## src/hdl/cantq_pkg.sv

```systemverilog
// constants, register map and types for the can transmit queue and error flags block
package cantq_pkg;
  // ==========================================================
  // sizes
  localparam int NBUF = 3;
  localparam int BUF_BYTES = 14;
  localparam int BUF_WORDS = 4;
  localparam int NRXBUF = 2;
  // ==========================================================
  // register byte offsets
  localparam logic [7:0] A_CTRL = 8'h00;
  localparam logic [7:0] A_FLAGS = 8'h04;
  localparam logic [7:0] A_ERRCNT = 8'h08;
  localparam logic [7:0] A_RXFULL = 8'h0C;
  localparam logic [7:0] A_TXCON0 = 8'h10;
  localparam logic [7:0] A_DATA0 = 8'h40;
  localparam logic [7:0] DATA_SPAN = 8'h30;
  // ==========================================================
  // field positions
  localparam int CTRL_TX_INTERRUPT_ENABLE_LSB = 0;
  localparam int CTRL_ABORT_ALL_REQUEST = 12;
  localparam int TXC_PRI_LSB = 0;
  localparam int TXC_REQ = 3;
  localparam int TXC_ERR = 4;
  localparam int TXC_LARB = 5;
  localparam int TXC_ABT = 6;
  localparam int F_TXIF_LSB = 0;
  localparam int F_ERROR_SUMMARY_FLAG = 5;
  localparam int F_IVR = 7;
  localparam int F_RECEIVE_WARNING_FLAG = 9;
  localparam int F_TX_WARNING_FLAG = 10;
  localparam int F_RECEIVE_PASSIVE_FLAG = 11;
  localparam int F_OVR_LSB = 14;
  localparam int ERR_REC_LSB = 0;
  localparam int ERR_TEC_LSB = 8;
  // ==========================================================
  // limits and masks
  localparam logic [7:0] RX_WARN_LIMIT = 8'h60;
  localparam logic [7:0] RX_PASSIVE_LIMIT = 8'h7F;
  localparam logic [7:0] TX_WARN_LIMIT = 8'h60;
  localparam logic [7:0] CNT_MAX = 8'hFF;
  localparam logic [31:0] LAST_WORD_MASK = 32'h0000FFFF;
  // ==========================================================
  // transmit sequencer states
  typedef enum logic [0:0] {
    TX_IDLE = 1'b0,
    TX_ACTIVE = 1'b1
  } cantq_tx_st_t;
endpackage : cantq_pkg

```

## src/hdl/cantq_core.sv

```systemverilog
// can transmit queue, abort handling, error counters and event flags
`timescale 1ns/100ps
module cantq_core
  import cantq_pkg::*;
(
  input wire logic clk,
  input wire logic resetn,
  input wire logic [7:0] avs_address,
  input wire logic avs_read,
  input wire logic avs_write,
  input wire logic [31:0] avs_writedata,
  input wire logic [3:0] avs_byteenable,
  output logic [31:0] avs_readdata,
  output logic avs_waitrequest,
  input wire logic bus_idle,
  input wire logic tx_ok,
  input wire logic tx_arb_lost,
  input wire logic tx_ack_err,
  input wire logic tx_form_err,
  input wire logic tx_bit_err,
  input wire logic [3:0] tx_rd_addr,
  output logic tx_start,
  output logic [1:0] tx_sel,
  output logic tx_busy,
  output logic [7:0] tx_rd_byte,
  input wire logic rx_err_inc,
  input wire logic rx_ok_dec,
  input wire logic rx_msg_end,
  input wire logic rx_msg_err,
  input wire logic rx_store,
  input wire logic rx_store_buf,
  output logic rx_passive
);
  // ==========================================================
  // state
  typedef struct packed {
    logic [NBUF*BUF_WORDS-1:0][31:0] mem;
    logic [NBUF-1:0][1:0] pri;
    logic [NBUF-1:0] req;
    logic [NBUF-1:0] terr;
    logic [NBUF-1:0] larb;
    logic [NBUF-1:0] abt;
    logic [NBUF-1:0] txif;
    logic [NBUF-1:0] tx_interrupt_enable;
    logic abort_all_request;
    logic error_summary_flag;
    logic ivr;
    logic [NRXBUF-1:0] rxfull;
    logic [NRXBUF-1:0] ovr;
    logic [7:0] rec;
    logic [7:0] tec;
    cantq_tx_st_t st;
    logic [1:0] sel;
    logic start;
    logic ack;
    logic [31:0] rdata;
    logic [7:0] rbyte;
  } cantq_state_t;

  cantq_state_t st_ff;
  cantq_state_t nxt_st;
  logic acc;
  logic do_wr;

  // slave answers one cycle after the request; a write lands on the releasing edge
  assign acc = avs_read | avs_write;
  assign do_wr = avs_write & st_ff.ack;
  assign avs_waitrequest = acc & ~st_ff.ack;
  assign avs_readdata = st_ff.rdata;
  assign tx_start = st_ff.start;
  assign tx_sel = st_ff.sel;
  assign tx_busy = (st_ff.st == TX_ACTIVE);
  assign tx_rd_byte = st_ff.rbyte;
  assign rx_passive = (st_ff.rec > RX_PASSIVE_LIMIT);

  // ==========================================================
  // next state
  always_comb begin
    logic [31:0] rw;
    logic [31:0] bmask;
    logic [31:0] clr;
    logic [7:0] dofs;
    logic [3:0] widx;
    logic dhit;
    logic found;
    logic [1:0] bpri;
    logic [1:0] bsel;
    logic [1:0] nerr;
    logic [8:0] tsum;
    rw = '0;
    bmask = {{8{avs_byteenable[3]}}, {8{avs_byteenable[2]}},
             {8{avs_byteenable[1]}}, {8{avs_byteenable[0]}}};
    clr = avs_writedata & bmask;
    dofs = avs_address - A_DATA0;
    widx = dofs[5:2];
    dhit = (avs_address >= A_DATA0) && (dofs < DATA_SPAN);
    found = 1'b0;
    bpri = '0;
    bsel = '0;
    nerr = 2'({1'b0, tx_ack_err} + {1'b0, tx_form_err} + {1'b0, tx_bit_err});
    tsum = {1'b0, st_ff.tec} + {7'h00, nerr};
    nxt_st = st_ff;
    nxt_st.start = 1'b0;
    nxt_st.ack = acc & ~st_ff.ack;

    // ========================================================
    // register read
    if (avs_address == A_CTRL) begin
      rw[CTRL_TX_INTERRUPT_ENABLE_LSB +: NBUF] = st_ff.tx_interrupt_enable;
      rw[CTRL_ABORT_ALL_REQUEST] = st_ff.abort_all_request;
    end else if (avs_address == A_FLAGS) begin
      rw[F_TXIF_LSB +: NBUF] = st_ff.txif;
      rw[F_ERROR_SUMMARY_FLAG] = st_ff.error_summary_flag;
      rw[F_IVR] = st_ff.ivr;
      rw[F_RECEIVE_WARNING_FLAG] = (st_ff.rec >= RX_WARN_LIMIT);
      rw[F_TX_WARNING_FLAG] = (st_ff.tec > TX_WARN_LIMIT);
      rw[F_RECEIVE_PASSIVE_FLAG] = (st_ff.rec > RX_PASSIVE_LIMIT);
      rw[F_OVR_LSB +: NRXBUF] = st_ff.ovr;
    end else if (avs_address == A_ERRCNT) begin
      rw[ERR_REC_LSB +: 8] = st_ff.rec;
      rw[ERR_TEC_LSB +: 8] = st_ff.tec;
    end else if (avs_address == A_RXFULL) begin
      rw[NRXBUF-1:0] = st_ff.rxfull;
    end else if (dhit) begin
      rw = st_ff.mem[widx];
    end else begin
      for (int i = 0; i < NBUF; i++) begin
        if (avs_address == A_TXCON0 + 8'(4 * i)) begin
          rw[TXC_PRI_LSB +: 2] = st_ff.pri[i];
          rw[TXC_REQ] = st_ff.req[i];
          rw[TXC_ERR] = st_ff.terr[i];
          rw[TXC_LARB] = st_ff.larb[i];
          rw[TXC_ABT] = st_ff.abt[i];
        end
      end
    end
    if (acc && !st_ff.ack) begin
      nxt_st.rdata = rw;
    end

    // ========================================================
    // register write; hardware events below override so a set wins
    if (do_wr) begin
      if (avs_address == A_CTRL) begin
        if (avs_byteenable[0]) begin
          nxt_st.tx_interrupt_enable = avs_writedata[CTRL_TX_INTERRUPT_ENABLE_LSB +: NBUF];
        end
        if (avs_byteenable[1] && avs_writedata[CTRL_ABORT_ALL_REQUEST]) begin
          nxt_st.abort_all_request = 1'b1;
        end
      end else if (avs_address == A_FLAGS) begin
        nxt_st.txif = st_ff.txif & ~clr[F_TXIF_LSB +: NBUF];
        nxt_st.error_summary_flag = st_ff.error_summary_flag & ~clr[F_ERROR_SUMMARY_FLAG];
        nxt_st.ivr = st_ff.ivr & ~clr[F_IVR];
        nxt_st.ovr = st_ff.ovr & ~clr[F_OVR_LSB +: NRXBUF];
      end else if (avs_address == A_RXFULL) begin
        nxt_st.rxfull = st_ff.rxfull & ~clr[NRXBUF-1:0];
      end else if (dhit) begin
        if (widx[1:0] == 2'h3) begin
          bmask = bmask & LAST_WORD_MASK;
        end
        nxt_st.mem[widx] = (st_ff.mem[widx] & ~bmask) | (avs_writedata & bmask);
      end else begin
        for (int i = 0; i < NBUF; i++) begin
          if (avs_address == A_TXCON0 + 8'(4 * i) && avs_byteenable[0]) begin
            nxt_st.pri[i] = avs_writedata[TXC_PRI_LSB +: 2];
            if (avs_writedata[TXC_REQ] && !st_ff.req[i]) begin
              nxt_st.terr[i] = 1'b0;
              nxt_st.larb[i] = 1'b0;
              nxt_st.abt[i] = 1'b0;
            end
            nxt_st.req[i] = avs_writedata[TXC_REQ];
          end
        end
      end
    end

    // ========================================================
    // abort-all
    // abort buffers not on the bus
    if (st_ff.abort_all_request) begin
      for (int i = 0; i < NBUF; i++) begin
        if (nxt_st.req[i] && !(st_ff.st == TX_ACTIVE && st_ff.sel == 2'(i))) begin
          nxt_st.req[i] = 1'b0;
          nxt_st.abt[i] = 1'b1;
        end
      end
      if (st_ff.st == TX_IDLE && st_ff.req == '0) begin
        nxt_st.abort_all_request = 1'b0;
      end
    end

    // ========================================================
    // transmit sequencer
    unique case (st_ff.st)
      TX_IDLE: begin
        // highest priority, highest index on ties
        for (int i = 0; i < NBUF; i++) begin
          if (st_ff.req[i] && (!found || st_ff.pri[i] >= bpri)) begin
            found = 1'b1;
            bpri = st_ff.pri[i];
            bsel = 2'(i);
          end
        end
        // decide from registered state at frame start
        if (bus_idle && !st_ff.abort_all_request && found) begin
          nxt_st.st = TX_ACTIVE;
          nxt_st.sel = bsel;
          nxt_st.start = 1'b1;
        end
      end
      TX_ACTIVE: begin
        if (tx_ok) begin
          // success dequeues, flag gated by enable
          nxt_st.req[st_ff.sel] = 1'b0;
          if (st_ff.tx_interrupt_enable[st_ff.sel]) begin
            nxt_st.txif[st_ff.sel] = 1'b1;
          end
          if (st_ff.tec != 8'h00) begin
            nxt_st.tec = st_ff.tec - 8'h01;
          end
          nxt_st.st = TX_IDLE;
        end else if (nerr != 2'h0 || tx_arb_lost) begin
          if (nerr != 2'h0) begin
            nxt_st.terr[st_ff.sel] = 1'b1;
            nxt_st.tec = (tsum > {1'b0, CNT_MAX}) ? CNT_MAX : tsum[7:0];
          end else begin
            nxt_st.larb[st_ff.sel] = 1'b1;
          end
          // failed attempt may now be aborted
          if (st_ff.abort_all_request) begin
            nxt_st.req[st_ff.sel] = 1'b0;
            nxt_st.abt[st_ff.sel] = 1'b1;
          end
          nxt_st.st = TX_IDLE;
        end
      end
    endcase
    if (nxt_st.tec > TX_WARN_LIMIT && st_ff.tec <= TX_WARN_LIMIT) begin
      nxt_st.error_summary_flag = 1'b1;
    end

    // ========================================================
    // receive side
    // counted receive errors
    if (rx_err_inc) begin
      nxt_st.rec = (st_ff.rec == CNT_MAX) ? CNT_MAX : st_ff.rec + 8'h01;
      nxt_st.error_summary_flag = 1'b1;
    end else if (rx_ok_dec && st_ff.rec != 8'h00) begin
      nxt_st.rec = st_ff.rec - 8'h01;
    end
    if (rx_msg_end && rx_msg_err) begin
      nxt_st.ivr = 1'b1;
      nxt_st.error_summary_flag = 1'b1;
    end
    if (rx_store) begin
      if (st_ff.rxfull[rx_store_buf]) begin
        nxt_st.ovr[rx_store_buf] = 1'b1;
        nxt_st.error_summary_flag = 1'b1;
      end else begin
        nxt_st.rxfull[rx_store_buf] = 1'b1;
      end
    end

    // engine reads payload of the selected buffer one cycle later
    nxt_st.rbyte = st_ff.mem[{st_ff.sel, tx_rd_addr[3:2]}][{tx_rd_addr[1:0], 3'h0} +: 8];
  end

  // ==========================================================
  // registers
  always_ff @(posedge clk) begin
    if (!resetn) begin
      st_ff <= '0;
    end else begin
      st_ff <= nxt_st;
    end
  end

  for (genvar gi = 0; gi < NBUF; gi++) begin : g_chk

  end
endmodule : cantq_core

```

## config.mk

```make
export PLATFORM = sky130hd
export DESIGN_NAME = cantq_core
export DESIGN_NICKNAME = d
export VERILOG_FILES = /design/src/hdl/cantq_pkg.sv /design/src/hdl/cantq_core.sv
export SDC_FILE = /design/constraint.sdc
export NUM_CORES = 1
export LEC_CHECK = 0
export BUFFER_PORTS_ARGS = -buffer_cell sky130_fd_sc_hd__buf_2
export CELL_PAD_IN_SITES_DETAIL_PLACEMENT = 1
export CELL_PAD_IN_SITES_GLOBAL_PLACEMENT = 1
export CORE_ASPECT_RATIO = 0.7
export CORE_UTILIZATION = 35
export DETAILED_ROUTE_END_ITERATION = 8
export PLACE_DENSITY_LB_ADDON = 0.1
export SKIP_CTS_REPAIR_TIMING = 1
export SLEW_MARGIN = 30
export SYNTH_ARGS = -nofsm -noshare
export SYNTH_HDL_FRONTEND = slang
export SYNTH_SLANG_ARGS = --single-unit
```

## constraint.sdc

```tcl
create_clock -name clk -period 5.4 [get_ports clk]
set_input_delay 1.08 -clock clk [delete_from_list [all_inputs] [get_ports clk]]
set_output_delay 1.08 -clock clk [all_outputs]
set_load 0.02 [all_outputs]
```

==> results of run 1 <==
state kept, by name (all words and copies together) (netlist names):
signal        flops
tx_sel            2
tx_busy           1
st_ff           432
avs_readdata     32
tx_rd_byte        8
tx_start          1
final cells by class:
cell class	count	area share, %
Clock buffer	70	5.43
Sequential cell	476	36.3
Clock inverter	19	0.700
Multi-Input combinational cell	1698	48.4
Timing Repair Buffer	173	4.63
Inverter	26	0.376
Tap cell	880	4.19
Antenna cell	1	0.00952
cell families after synthesis:
group	after synthesis
simple gates	702
compound gates	674
flops	476
mux	308
buf+inv	291
fa+ha+maj	13
xor+xnor	1
per-layer routing:
metal / share of wire, % / vias up / wire length, um
li1: - / 8791 / -
met1: 45 / 10592 / 46600
met2: 44 / 837 / 45600
met3: 7.1 / 181 / 7290
met4: 3.2 / 2 / 3330
met5: 0.011 / - / 11
where the power goes:
part,internal (mW),total (mW),switching [mW]
combinational,0.181,0.653,0.471
clock,1.98,3.54,1.56
sequential,3.53,3.55,0.0254
total,5.69,7.75,2.06
per-stage QoR:
stage               hold WS (ns)  cells  utilization [%]  cell area, um^2
finish                     0.460   3343             40.3            26300
global placement           0.444   3252             37.7            24600
detailed placement         0.453   3253             37.7            24600
global route               0.493   3342             40.3            26300
floorplan                  0.426   2465                -            23300
CTS                        0.461   3342             40.2            26200
worst register-to-register path, cell delays in order, from the launching register on:
cell       delay (ns)
dfxtp_1          0.54
inv_1            0.27
ha_1             0.29
nor4b_1          0.69
a21o_1           0.33
nor2_1           0.06
nor3_1           0.48
o2111ai_1        0.19
o21a_1           0.19
cell usage in the layout, fill, tap and decap left out, types with 5 or more instances in the layout:
| master | n |
|---|---|
| clkinv_2 | 15 |
| nor3_1 | 18 |
| nor2b_1 | 6 |
| nand3_1 | 15 |
| o21a_1 | 7 |
| o22ai_1 | 9 |
| and3_1 | 12 |
| o211ai_1 | 19 |
| mux2_2 | 8 |
| o21ai_0 | 453 |
| a222oi_1 | 6 |
| a31oi_1 | 10 |
| inv_1 | 23 |
| a21oi_4 | 12 |
| nand2b_1 | 15 |
| o21ai_1 | 24 |
| nand2_1 | 495 |
| dfxtp_1 | 474 |
| buf_4 | 52 |
| and2_1 | 7 |
| mux2i_2 | 8 |
| or3_1 | 5 |
| a21oi_1 | 51 |
| a211oi_1 | 8 |
| clkbuf_8 | 10 |
| clkbuf_1 | 10 |
| mux2i_1 | 101 |
| a22oi_1 | 28 |
| a32oi_1 | 5 |
| nor2_1 | 73 |
| buf_12 | 12 |
| nand3b_1 | 8 |
| a221oi_1 | 6 |
| clkbuf_16 | 50 |
| mux4_2 | 191 |
| buf_2 | 105 |
| nand3_2 | 10 |
| ha_1 | 11 |
path summary, 6_finish.rpt:
| path | startpoint | endpoint | slack (ns) | cells after the start |
|---|---|---|---|---|
| worst min register to register | avs_readdata[7] | avs_readdata[7] | 0.46 | 2 |
| worst max-delay path | avs_write | avs_waitrequest | 1.58 | 5 |
| worst min-delay path | avs_readdata[7] | avs_readdata[7] | 0.46 | 2 |
| worst max register to register | st_ff[45] | st_ff[66] | 2.28 | 8 |
==> impl_results.html, run 1 <==
<table>
<tr><th>Metric</th><th>Value</th></tr>
<tr><th colspan="2">Status</th></tr>
<tr><td>Outcome</td><td>complete, no violations</td></tr>
<tr><th colspan="2">STA</th></tr>
<tr><td>Max_slew headroom</td><td>33.5%</td></tr>
<tr><td>Final Slew Violations</td><td>0</td></tr>
<tr><td>Final Cycle Share</td><td>70.8%</td></tr>
<tr><td>Final hold viol count</td><td>0</td></tr>
<tr><td>Clock skew after layout</td><td>0.0262 ns</td></tr>
<tr><td>Setup Total Neg Slack</td><td>0 ns</td></tr>
<tr><td>RSZ-0062 raised after global routing</td><td>no</td></tr>
<tr><td>Number of endpoints failing setup at the final stage</td><td>0</td></tr>
<tr><td>Slew of the pin with the lowest slew margin</td><td>0.970 ns</td></tr>
<tr><td>Final setup margin</td><td>1.58 ns</td></tr>
<tr><td>Fmax</td><td>262 MHz</td></tr>
<tr><td>Min Clock Period, post-route</td><td>3.82 ns</td></tr>
<tr><th colspan="2">Global routing</th></tr>
<tr><td>Overflow left after global routing</td><td>0</td></tr>
<tr><td>Number of antenna violations at the first check in global routing</td><td>5</td></tr>
<tr><td>Total GRT Usage</td><td>30.0%</td></tr>
<tr><td>Busiest layer in global routing</td><td>met2</td></tr>
<tr><td>Wire length of the first global-routing pass</td><td>148000 um</td></tr>
<tr><td>Number of global-route vias before repair</td><td>20.6k</td></tr>
<tr><td>Global routing met1 resource utilization</td><td>42.6%</td></tr>
<tr><td>GR Util met3</td><td>4.85%</td></tr>
<tr><td>GRT met2 Usage</td><td>46.0%</td></tr>
<tr><td>Largest net degree at the start of global routing</td><td>42</td></tr>
<tr><th colspan="2">Power</th></tr>
<tr><td>P per Cell Area</td><td>295 nW/um^2</td></tr>
<tr><td>Worst voltage drop across the vdd grid</td><td>210 uV</td></tr>
<tr><td>Leak pwr</td><td>9.04 nW</td></tr>
<tr><td>Overall power</td><td>7.75 mW</td></tr>
<tr><th colspan="2">Logic synthesis</th></tr>
<tr><td>Dominant cells by area after synthesis</td><td>dfxtp_1, mux4_2, o21ai_0, nand2_1, mux2i_1</td></tr>
<tr><td>Most frequent cell after synthesis</td><td>nand2_1</td></tr>
<tr><td>EDFF count, synth</td><td>0</td></tr>
<tr><td>Dominant cell type by area after synthesis</td><td>dfxtp_1</td></tr>
<tr><td>Nets in the synthesized netlist</td><td>2542</td></tr>
<tr><td>Compound-cell area share of the yosys netlist</td><td>16.1%</td></tr>
<tr><td>Count of state elements after synthesis</td><td>476</td></tr>
<tr><td>Commonest cells in the synthesized netlist</td><td>nand2_1, dfxtp_1, o21ai_0</td></tr>
<tr><td>Yosys top cell area share</td><td>40.9%</td></tr>
<tr><td>Adder and majority gate portion of the synthesized area</td><td>0.762%</td></tr>
<tr><td>Post-Synthesis Mean Instance Area</td><td>9.46 um^2</td></tr>
<tr><td>Yosys cell types</td><td>75</td></tr>
<tr><td>Dominant combinational cell family by area after synthesis</td><td>multiplexers</td></tr>
<tr><td>Synthesized netlist cell count</td><td>2465</td></tr>
<tr><td>Number of warnings reported in the yosys synthesis log</td><td>0</td></tr>
<tr><td>Share of synthesized area occupied by flip-flops and latches</td><td>40.9%</td></tr>
<tr><td>Xor and xnor area share after synthesis</td><td>0.0375%</td></tr>
<tr><td>Multiplexer area fraction after synthesis</td><td>23.5%</td></tr>
<tr><td>Proportion of register bits with asynchronous set or reset after synthesis</td><td>0%</td></tr>
<tr><td>Top_reg_cell synth</td><td>dfxtp_1</td></tr>
<tr><td>Post-Syn Area</td><td>23300 um^2</td></tr>
<tr><td>Post-synthesis share of cell area spent on and, or, nand and nor gates</td><td>12.9%</td></tr>
<tr><th colspan="2">Hold path</th></tr>
<tr><td>Class of the most critical hold timing path</td><td>flop to flop</td></tr>
<tr><th colspan="2">Placement</th></tr>
<tr><td>Sum of net half-perimeters after detailed placement</td><td>65900 um</td></tr>
<tr><td>Final GP Congestion</td><td>0.854</td></tr>
<tr><td>Port Buffers</td><td>109</td></tr>
<tr><td>Worst setup timing slack at the placement stage</td><td>1.03 ns</td></tr>
<tr><th colspan="2">Setup path</th></tr>
<tr><td>Worst-path cell with the longest stage delay</td><td>or2_2</td></tr>
<tr><td>Top cell family by delay on the critical path</td><td>simple AND/OR/NAND/NOR gates</td></tr>
<tr><td>Setup Crit Path Kind</td><td>input pin to output port</td></tr>
<tr><td>Startpoint types</td><td>input pin</td></tr>
<tr><td>Type of element capturing the critical path</td><td>output port</td></tr>
<tr><td>Cell with the most instances on the worst path</td><td>buf_2</td></tr>
<tr><td>Data arrival time of the critical path</td><td>2.74 ns</td></tr>
<tr><td>Crit path max fanout</td><td>29</td></tr>
<tr><td>Cell chain of the critical path</td><td>buf_2 -&gt; nor2_1 -&gt; or2_2 -&gt; inv_1 -&gt; buf_2</td></tr>
<tr><td>Required time at the endpoint of the critical path</td><td>4.32 ns</td></tr>
<tr><td>Largest stage delay on the critical path</td><td>0.75 ns</td></tr>
<tr><td>Number of buffers and inverters on the critical path</td><td>3</td></tr>
<tr><th colspan="2">Finish</th></tr>
<tr><td>Area of the multi-input gates</td><td>12700 um^2</td></tr>
<tr><td>Fraction of final layout cells sized beyond drive strength 1</td><td>20.7%</td></tr>
<tr><td>Number of filler cells placed in the layout</td><td>7294</td></tr>
<tr><td>Final net count</td><td>2502</td></tr>
<tr><td>Layout area overhead</td><td>12.7%</td></tr>
<tr><td>Flip-flop and latch area</td><td>9530 um^2</td></tr>
<tr><th colspan="2">Clock tree</th></tr>
<tr><td>Clock slew at the register clock pins of the worst setup and hold paths</td><td>0.06 ns</td></tr>
<tr><td>CTS max path bufs</td><td>3</td></tr>
<tr><td>Clock tree from TritonCTS</td><td>done</td></tr>
<tr><td>Level count of the clock H-tree</td><td>2</td></tr>
<tr><td>Clock Root Buffer</td><td>clkbuf_16</td></tr>
<tr><td>Clock Latency Late Sink</td><td>0.63 ns</td></tr>
<tr><td>Cts bufs inserted</td><td>50</td></tr>
<tr><td>Count of clock tree sinks</td><td>476</td></tr>
<tr><th colspan="2">Run</th></tr>
<tr><td>Number of max-cap violations</td><td>0</td></tr>
<tr><th colspan="2">Routing</th></tr>
<tr><td>Routed wire length per instance</td><td>30.7 um</td></tr>
<tr><td>Total Routed Length</td><td>103000 um</td></tr>
<tr><td>Number of DRC markers in iteration 0</td><td>2094</td></tr>
<tr><td>Antenna violation net count after detailed routing</td><td>0</td></tr>
<tr><td>Length of the first detailed-routing pass in iterations</td><td>5</td></tr>
<tr><td>DR vias/cell</td><td>6.10</td></tr>
<tr><td>DRC errors left</td><td>0</td></tr>
<tr><td>Number of vias after detailed routing</td><td>20.4k</td></tr>
<tr><th colspan="2">Floorplan</th></tr>
<tr><td>Core outline area</td><td>65300 um^2</td></tr>
<tr><td>Width of the chip</td><td>311 um</td></tr>
<tr><td>DIE HEIGHT</td><td>218 um</td></tr>
<tr><td>Overall die area</td><td>67700 um^2</td></tr>
<tr><td>Initial core utilization</td><td>35.7%</td></tr>
<tr><td>Placement Rows</td><td>78</td></tr>
<tr><td># IOs</td><td>110</td></tr>
</table>
Note: power is estimated with default switching activity, not from simulation.
==> run 2, diff against run 1 <==
==> constraint.sdc (replaced) <==
create_clock -name clk -period 3.2 [get_ports clk]
set_input_delay 0.64 -clock clk [delete_from_list [all_inputs] [get_ports clk]]
set_output_delay 0.64 -clock clk [all_outputs]
set_load 0.02 [all_outputs]
==> impl_results.html, run 2 (synthesized netlist as in run 1, its figures left out) <==
<table>
<tr><th>Metric</th><th>Value</th></tr>
<tr><th colspan="2">Routing</th></tr>
<tr><td>Met2 Routed Length</td><td>43400 um (-4.9%)</td></tr>
<tr><td>Number of DRC markers in iteration 0</td><td>2078 (-0.76%)</td></tr>
<tr><td>Number of vias after detailed routing</td><td>20.5k (+0.59%)</td></tr>
<tr><td>DR vias/cell</td><td>5.96 (-2.4%)</td></tr>
<tr><td>Highest metal layer used by the detailed router</td><td>met4</td></tr>
<tr><td>Antenna violation net count after detailed routing</td><td>0 (unchanged)</td></tr>
<tr><td>Total Routed Length</td><td>99900 um (-2.8%)</td></tr>
<tr><td>Length of the first detailed-routing pass in iterations</td><td>5 (unchanged)</td></tr>
<tr><td>Met3 Routed Length</td><td>6980 um (-4.4%)</td></tr>
<tr><td>DRC errors left</td><td>0 (unchanged)</td></tr>
<tr><td>Routed wire length per instance</td><td>29.0 um (-5.7%)</td></tr>
<tr><td>Met1 WL</td><td>46800 um (+0.55%)</td></tr>
<tr><th colspan="2">Clock tree</th></tr>
<tr><td>Level count of the clock H-tree</td><td>2 (unchanged)</td></tr>
<tr><td>Clock tree from TritonCTS</td><td>done</td></tr>
<tr><td>Clock Root Buffer</td><td>clkbuf_16</td></tr>
<tr><td>CTS max path bufs</td><td>3 (unchanged)</td></tr>
<tr><td>Clock Latency Late Sink</td><td>0.63 ns (about the same)</td></tr>
<tr><td>Clock slew at the register clock pins of the worst setup and hold paths</td><td>0.07 ns (about the same)</td></tr>
<tr><td>Cts bufs inserted</td><td>51 (+2.0%)</td></tr>
<tr><td>Count of clock tree sinks</td><td>476 (unchanged)</td></tr>
<tr><th colspan="2">STA</th></tr>
<tr><td>Max_slew headroom</td><td>34.8% (+1.3 points)</td></tr>
<tr><td>Fmax</td><td>361 MHz</td></tr>
<tr><td>RSZ-0062 raised after global routing</td><td>no</td></tr>
<tr><td>Slew of the pin with the lowest slew margin</td><td>0.977 ns (+0.00772 ns)</td></tr>
<tr><td>Final setup margin</td><td>0.430 ns (-1.15 ns)</td></tr>
<tr><td>Number of endpoints failing setup at the final stage</td><td>0 (unchanged)</td></tr>
<tr><td>Final hold viol count</td><td>0 (unchanged)</td></tr>
<tr><td>Clock skew after layout</td><td>0.0181 ns (-0.00809 ns)</td></tr>
<tr><td>Final Slew Violations</td><td>0 (unchanged)</td></tr>
<tr><td>Min Clock Period, post-route</td><td>2.77 ns</td></tr>
<tr><td>Final Cycle Share</td><td>86.6%</td></tr>
<tr><th colspan="2">Placement</th></tr>
<tr><td>Worst setup timing slack at the placement stage</td><td>-0.0925 ns (-1.12 ns)</td></tr>
<tr><td>Port Buffers</td><td>109 (unchanged)</td></tr>
<tr><td>Sum of net half-perimeters after detailed placement</td><td>66200 um (+0.41%)</td></tr>
<tr><td>Final GP Congestion</td><td>0.893 (+4.6%)</td></tr>
<tr><th colspan="2">Finish</th></tr>
<tr><td>Commonest cells after routing, fill and taps aside</td><td>nand2_1, dfxtp_1, o21ai_0, mux4_2, buf_4</td></tr>
<tr><td>Layout area overhead</td><td>17.2%</td></tr>
<tr><td>Count of antenna diodes in the layout</td><td>0 (-1)</td></tr>
<tr><td>Largest Register</td><td>st_ff</td></tr>
<tr><td>Largest register FFs</td><td>432 (unchanged)</td></tr>
<tr><td>Final net count</td><td>2604 (+4.1%)</td></tr>
<tr><td>Fraction of final layout cells sized beyond drive strength 1</td><td>23.6% (+2.9 points)</td></tr>
<tr><td>Final Util</td><td>41.9% (+1.6 points)</td></tr>
<tr><td>Number of filler cells placed in the layout</td><td>7267 (-0.37%)</td></tr>
<tr><td>Most frequent standard cell in the layout excluding fill and tap cells</td><td>nand2_1</td></tr>
<tr><th colspan="2">Floorplan</th></tr>
<tr><td>Initial core utilization</td><td>35.7% (unchanged)</td></tr>
<tr><td>DIE HEIGHT</td><td>218 um (unchanged)</td></tr>
<tr><td># IOs</td><td>110 (unchanged)</td></tr>
<tr><td>Width of the chip</td><td>311 um (unchanged)</td></tr>
<tr><td>Placement Rows</td><td>78 (unchanged)</td></tr>
<tr><td>Core outline area</td><td>65300 um^2 (unchanged)</td></tr>
<tr><td>Overall die area</td><td>67700 um^2 (unchanged)</td></tr>
<tr><th colspan="2">Run</th></tr>
<tr><td>Number of max-cap violations</td><td>0 (unchanged)</td></tr>
<tr><th colspan="2">Setup path</th></tr>
<tr><td>Critical path endpoint</td><td>tx_sel[0]</td></tr>
<tr><td>Setup Crit Path Kind</td><td>flop to flop</td></tr>
<tr><td>Critical R2R Capture</td><td>tx_sel[0]</td></tr>
<tr><td>Required time at the endpoint of the critical path</td><td>3.74 ns (-0.58 ns)</td></tr>
<tr><td>R2r setup slk</td><td>0.43 ns (-1.85 ns)</td></tr>
<tr><td>Worst-path cell with the longest stage delay</td><td>dfxtp_1</td></tr>
<tr><td>Cell depth of the worst flop-to-flop path</td><td>12 (+4)</td></tr>
<tr><td>Cell chain of the critical path</td><td>and2_1 -&gt; ha_1 -&gt; o21ai_0 -&gt; nand3b_1 -&gt; nand2_1 -&gt; nand2_1 -&gt; o21ai_0 -&gt; ha_1 -&gt; o21ai_0 -&gt; a21boi_0 -&gt; or3_1 -&gt; a21oi_1</td></tr>
<tr><td>Cell with the most instances on the worst path</td><td>o21ai_0</td></tr>
<tr><td>Type of element capturing the critical path</td><td>flop</td></tr>
<tr><td>Worst r2r src</td><td>st_ff[83]</td></tr>
<tr><td>Startpoint types</td><td>flop</td></tr>
<tr><td>Crit path max fanout</td><td>8 (-72%)</td></tr>
<tr><td>Largest stage delay on the critical path</td><td>0.47 ns (-0.28 ns)</td></tr>
<tr><td>Data arrival time of the critical path</td><td>3.31 ns (+0.57 ns)</td></tr>
<tr><td>Startpoint of the most critical setup path</td><td>st_ff[83]</td></tr>
<tr><th colspan="2">Power</th></tr>
<tr><td>Leak pwr</td><td>9.68 nW (+7.1%)</td></tr>
<tr><td>P per Cell Area</td><td>490 nW/um^2 (+66%)</td></tr>
<tr><td>Proportion of power drawn by the clock network</td><td>46.4% (+0.7 points)</td></tr>
<tr><td>Switching portion of total power</td><td>26.1% (-0.48 points)</td></tr>
<tr><td>Cell internal pwr</td><td>9.90 mW (+74%)</td></tr>
<tr><td>Comb power frac</td><td>8.9% (+0.5 points)</td></tr>
<tr><td>Overall power</td><td>13.4 mW (+73%)</td></tr>
<tr><td>Sequential share of power</td><td>44.7% (-1.2 points)</td></tr>
<tr><td>P_sw</td><td>3.50 mW (+70%)</td></tr>
<tr><td>Worst voltage drop across the vdd grid</td><td>370 uV (+76%)</td></tr>
<tr><th colspan="2">Global routing</th></tr>
<tr><td>Number of antenna violations at the first check in global routing</td><td>2 (-3)</td></tr>
<tr><td>Largest net degree at the start of global routing</td><td>45 (+7.1%)</td></tr>
<tr><td>Wire length of the first global-routing pass</td><td>145000 um (-2.5%)</td></tr>
<tr><td>Total GRT Usage</td><td>29.1% (-0.87 points)</td></tr>
<tr><td>Overflow left after global routing</td><td>0 (unchanged)</td></tr>
<tr><td>Number of global-route vias before repair</td><td>20.7k (+0.15%)</td></tr>
<tr><th colspan="2">Status</th></tr>
<tr><td>Outcome</td><td>complete, no violations</td></tr>
<tr><th colspan="2">Hold path</th></tr>
<tr><td>Class of the most critical hold timing path</td><td>input pin to flop</td></tr>
</table>
## run 2: cell count changes in the layout (fill, tap and decap cells not counted), moves of 4 or more
cell	previous run	this run
buf_4	52	134
buf_12	12	30
mux2i_1	101	109
mux2i_2	8	0
clkbuf_8	10	15
clkinv_2	15	11
o21ai_0	453	457
o21ai_1	24	20
## run 2: critical path, delay by kind of cell, from the launching register on
family	cells	cell delay, ns
AOI/OAI and AO/OA	5	0.74
adders and majority gates	2	0.48
DFF	1	0.47
and+or+nand+nor	5	0.98
## run 2: worst min path at each step
stage                    startpoint         endpoint  slack [ns]  depth (start not counted)
finish                   rx_msg_err        st_ff[65]        0.29                          3
global placement    avs_readdata[9]  avs_readdata[9]        0.44                          2
detailed placement  avs_readdata[7]  avs_readdata[7]        0.46                          2
CTS                      rx_msg_err        st_ff[65]        0.27                          3
floorplan           avs_readdata[4]  avs_readdata[4]        0.43                          2
global route             rx_msg_end        st_ff[65]        0.29                          3
## run 2: power groups by stage
stage	sequential (mW)	clock, mW	combinational, mW
2_1_floorplan	6.10	0	0.613
3_3_place_gp	6.12	0	1.16
3_5_place_dp	6.13	0	1.17
4_1_cts	5.99	6.31	1.18
5_1_grt	5.99	6.56	1.23
6_report	5.99	6.22	1.19
## run 2: area by class of cell
class | instances | area (um^2) | area share (%)
inverter | 26 | 98.8 | 0.362
clock inverter | 17 | 181 | 0.664
multi-input combinational | 1698 | 12700 | 46.4
clock buffer | 75 | 1540 | 5.63
sequential | 476 | 9530 | 34.9
timing repair buffer | 274 | 2210 | 8.08
tap | 880 | 1100 | 4.03
## run 2: stage by stage
step | setup TNS [ns] | hold WS, ns | std cells | cell area (um^2)
finish | 0 | 0.287 | 3446 | 27300
global route | 0 | 0.295 | 3446 | 27300
CTS | 0 | 0.267 | 3446 | 27300
detailed placement | -0.100 | 0.461 | 3354 | 25600
global placement | -0.0471 | 0.443 | 3352 | 25600
floorplan | 0 | 0.426 | 2465 | 23300
## run 2: routing by layer
layer | up-vias | track usage, %
li1 | 8995 | -
met1 | 10607 | 42.5
met2 | 765 | 43.9
met3 | 157 | 4.79
met4 | 0 | 8.75
met5 | - | 0
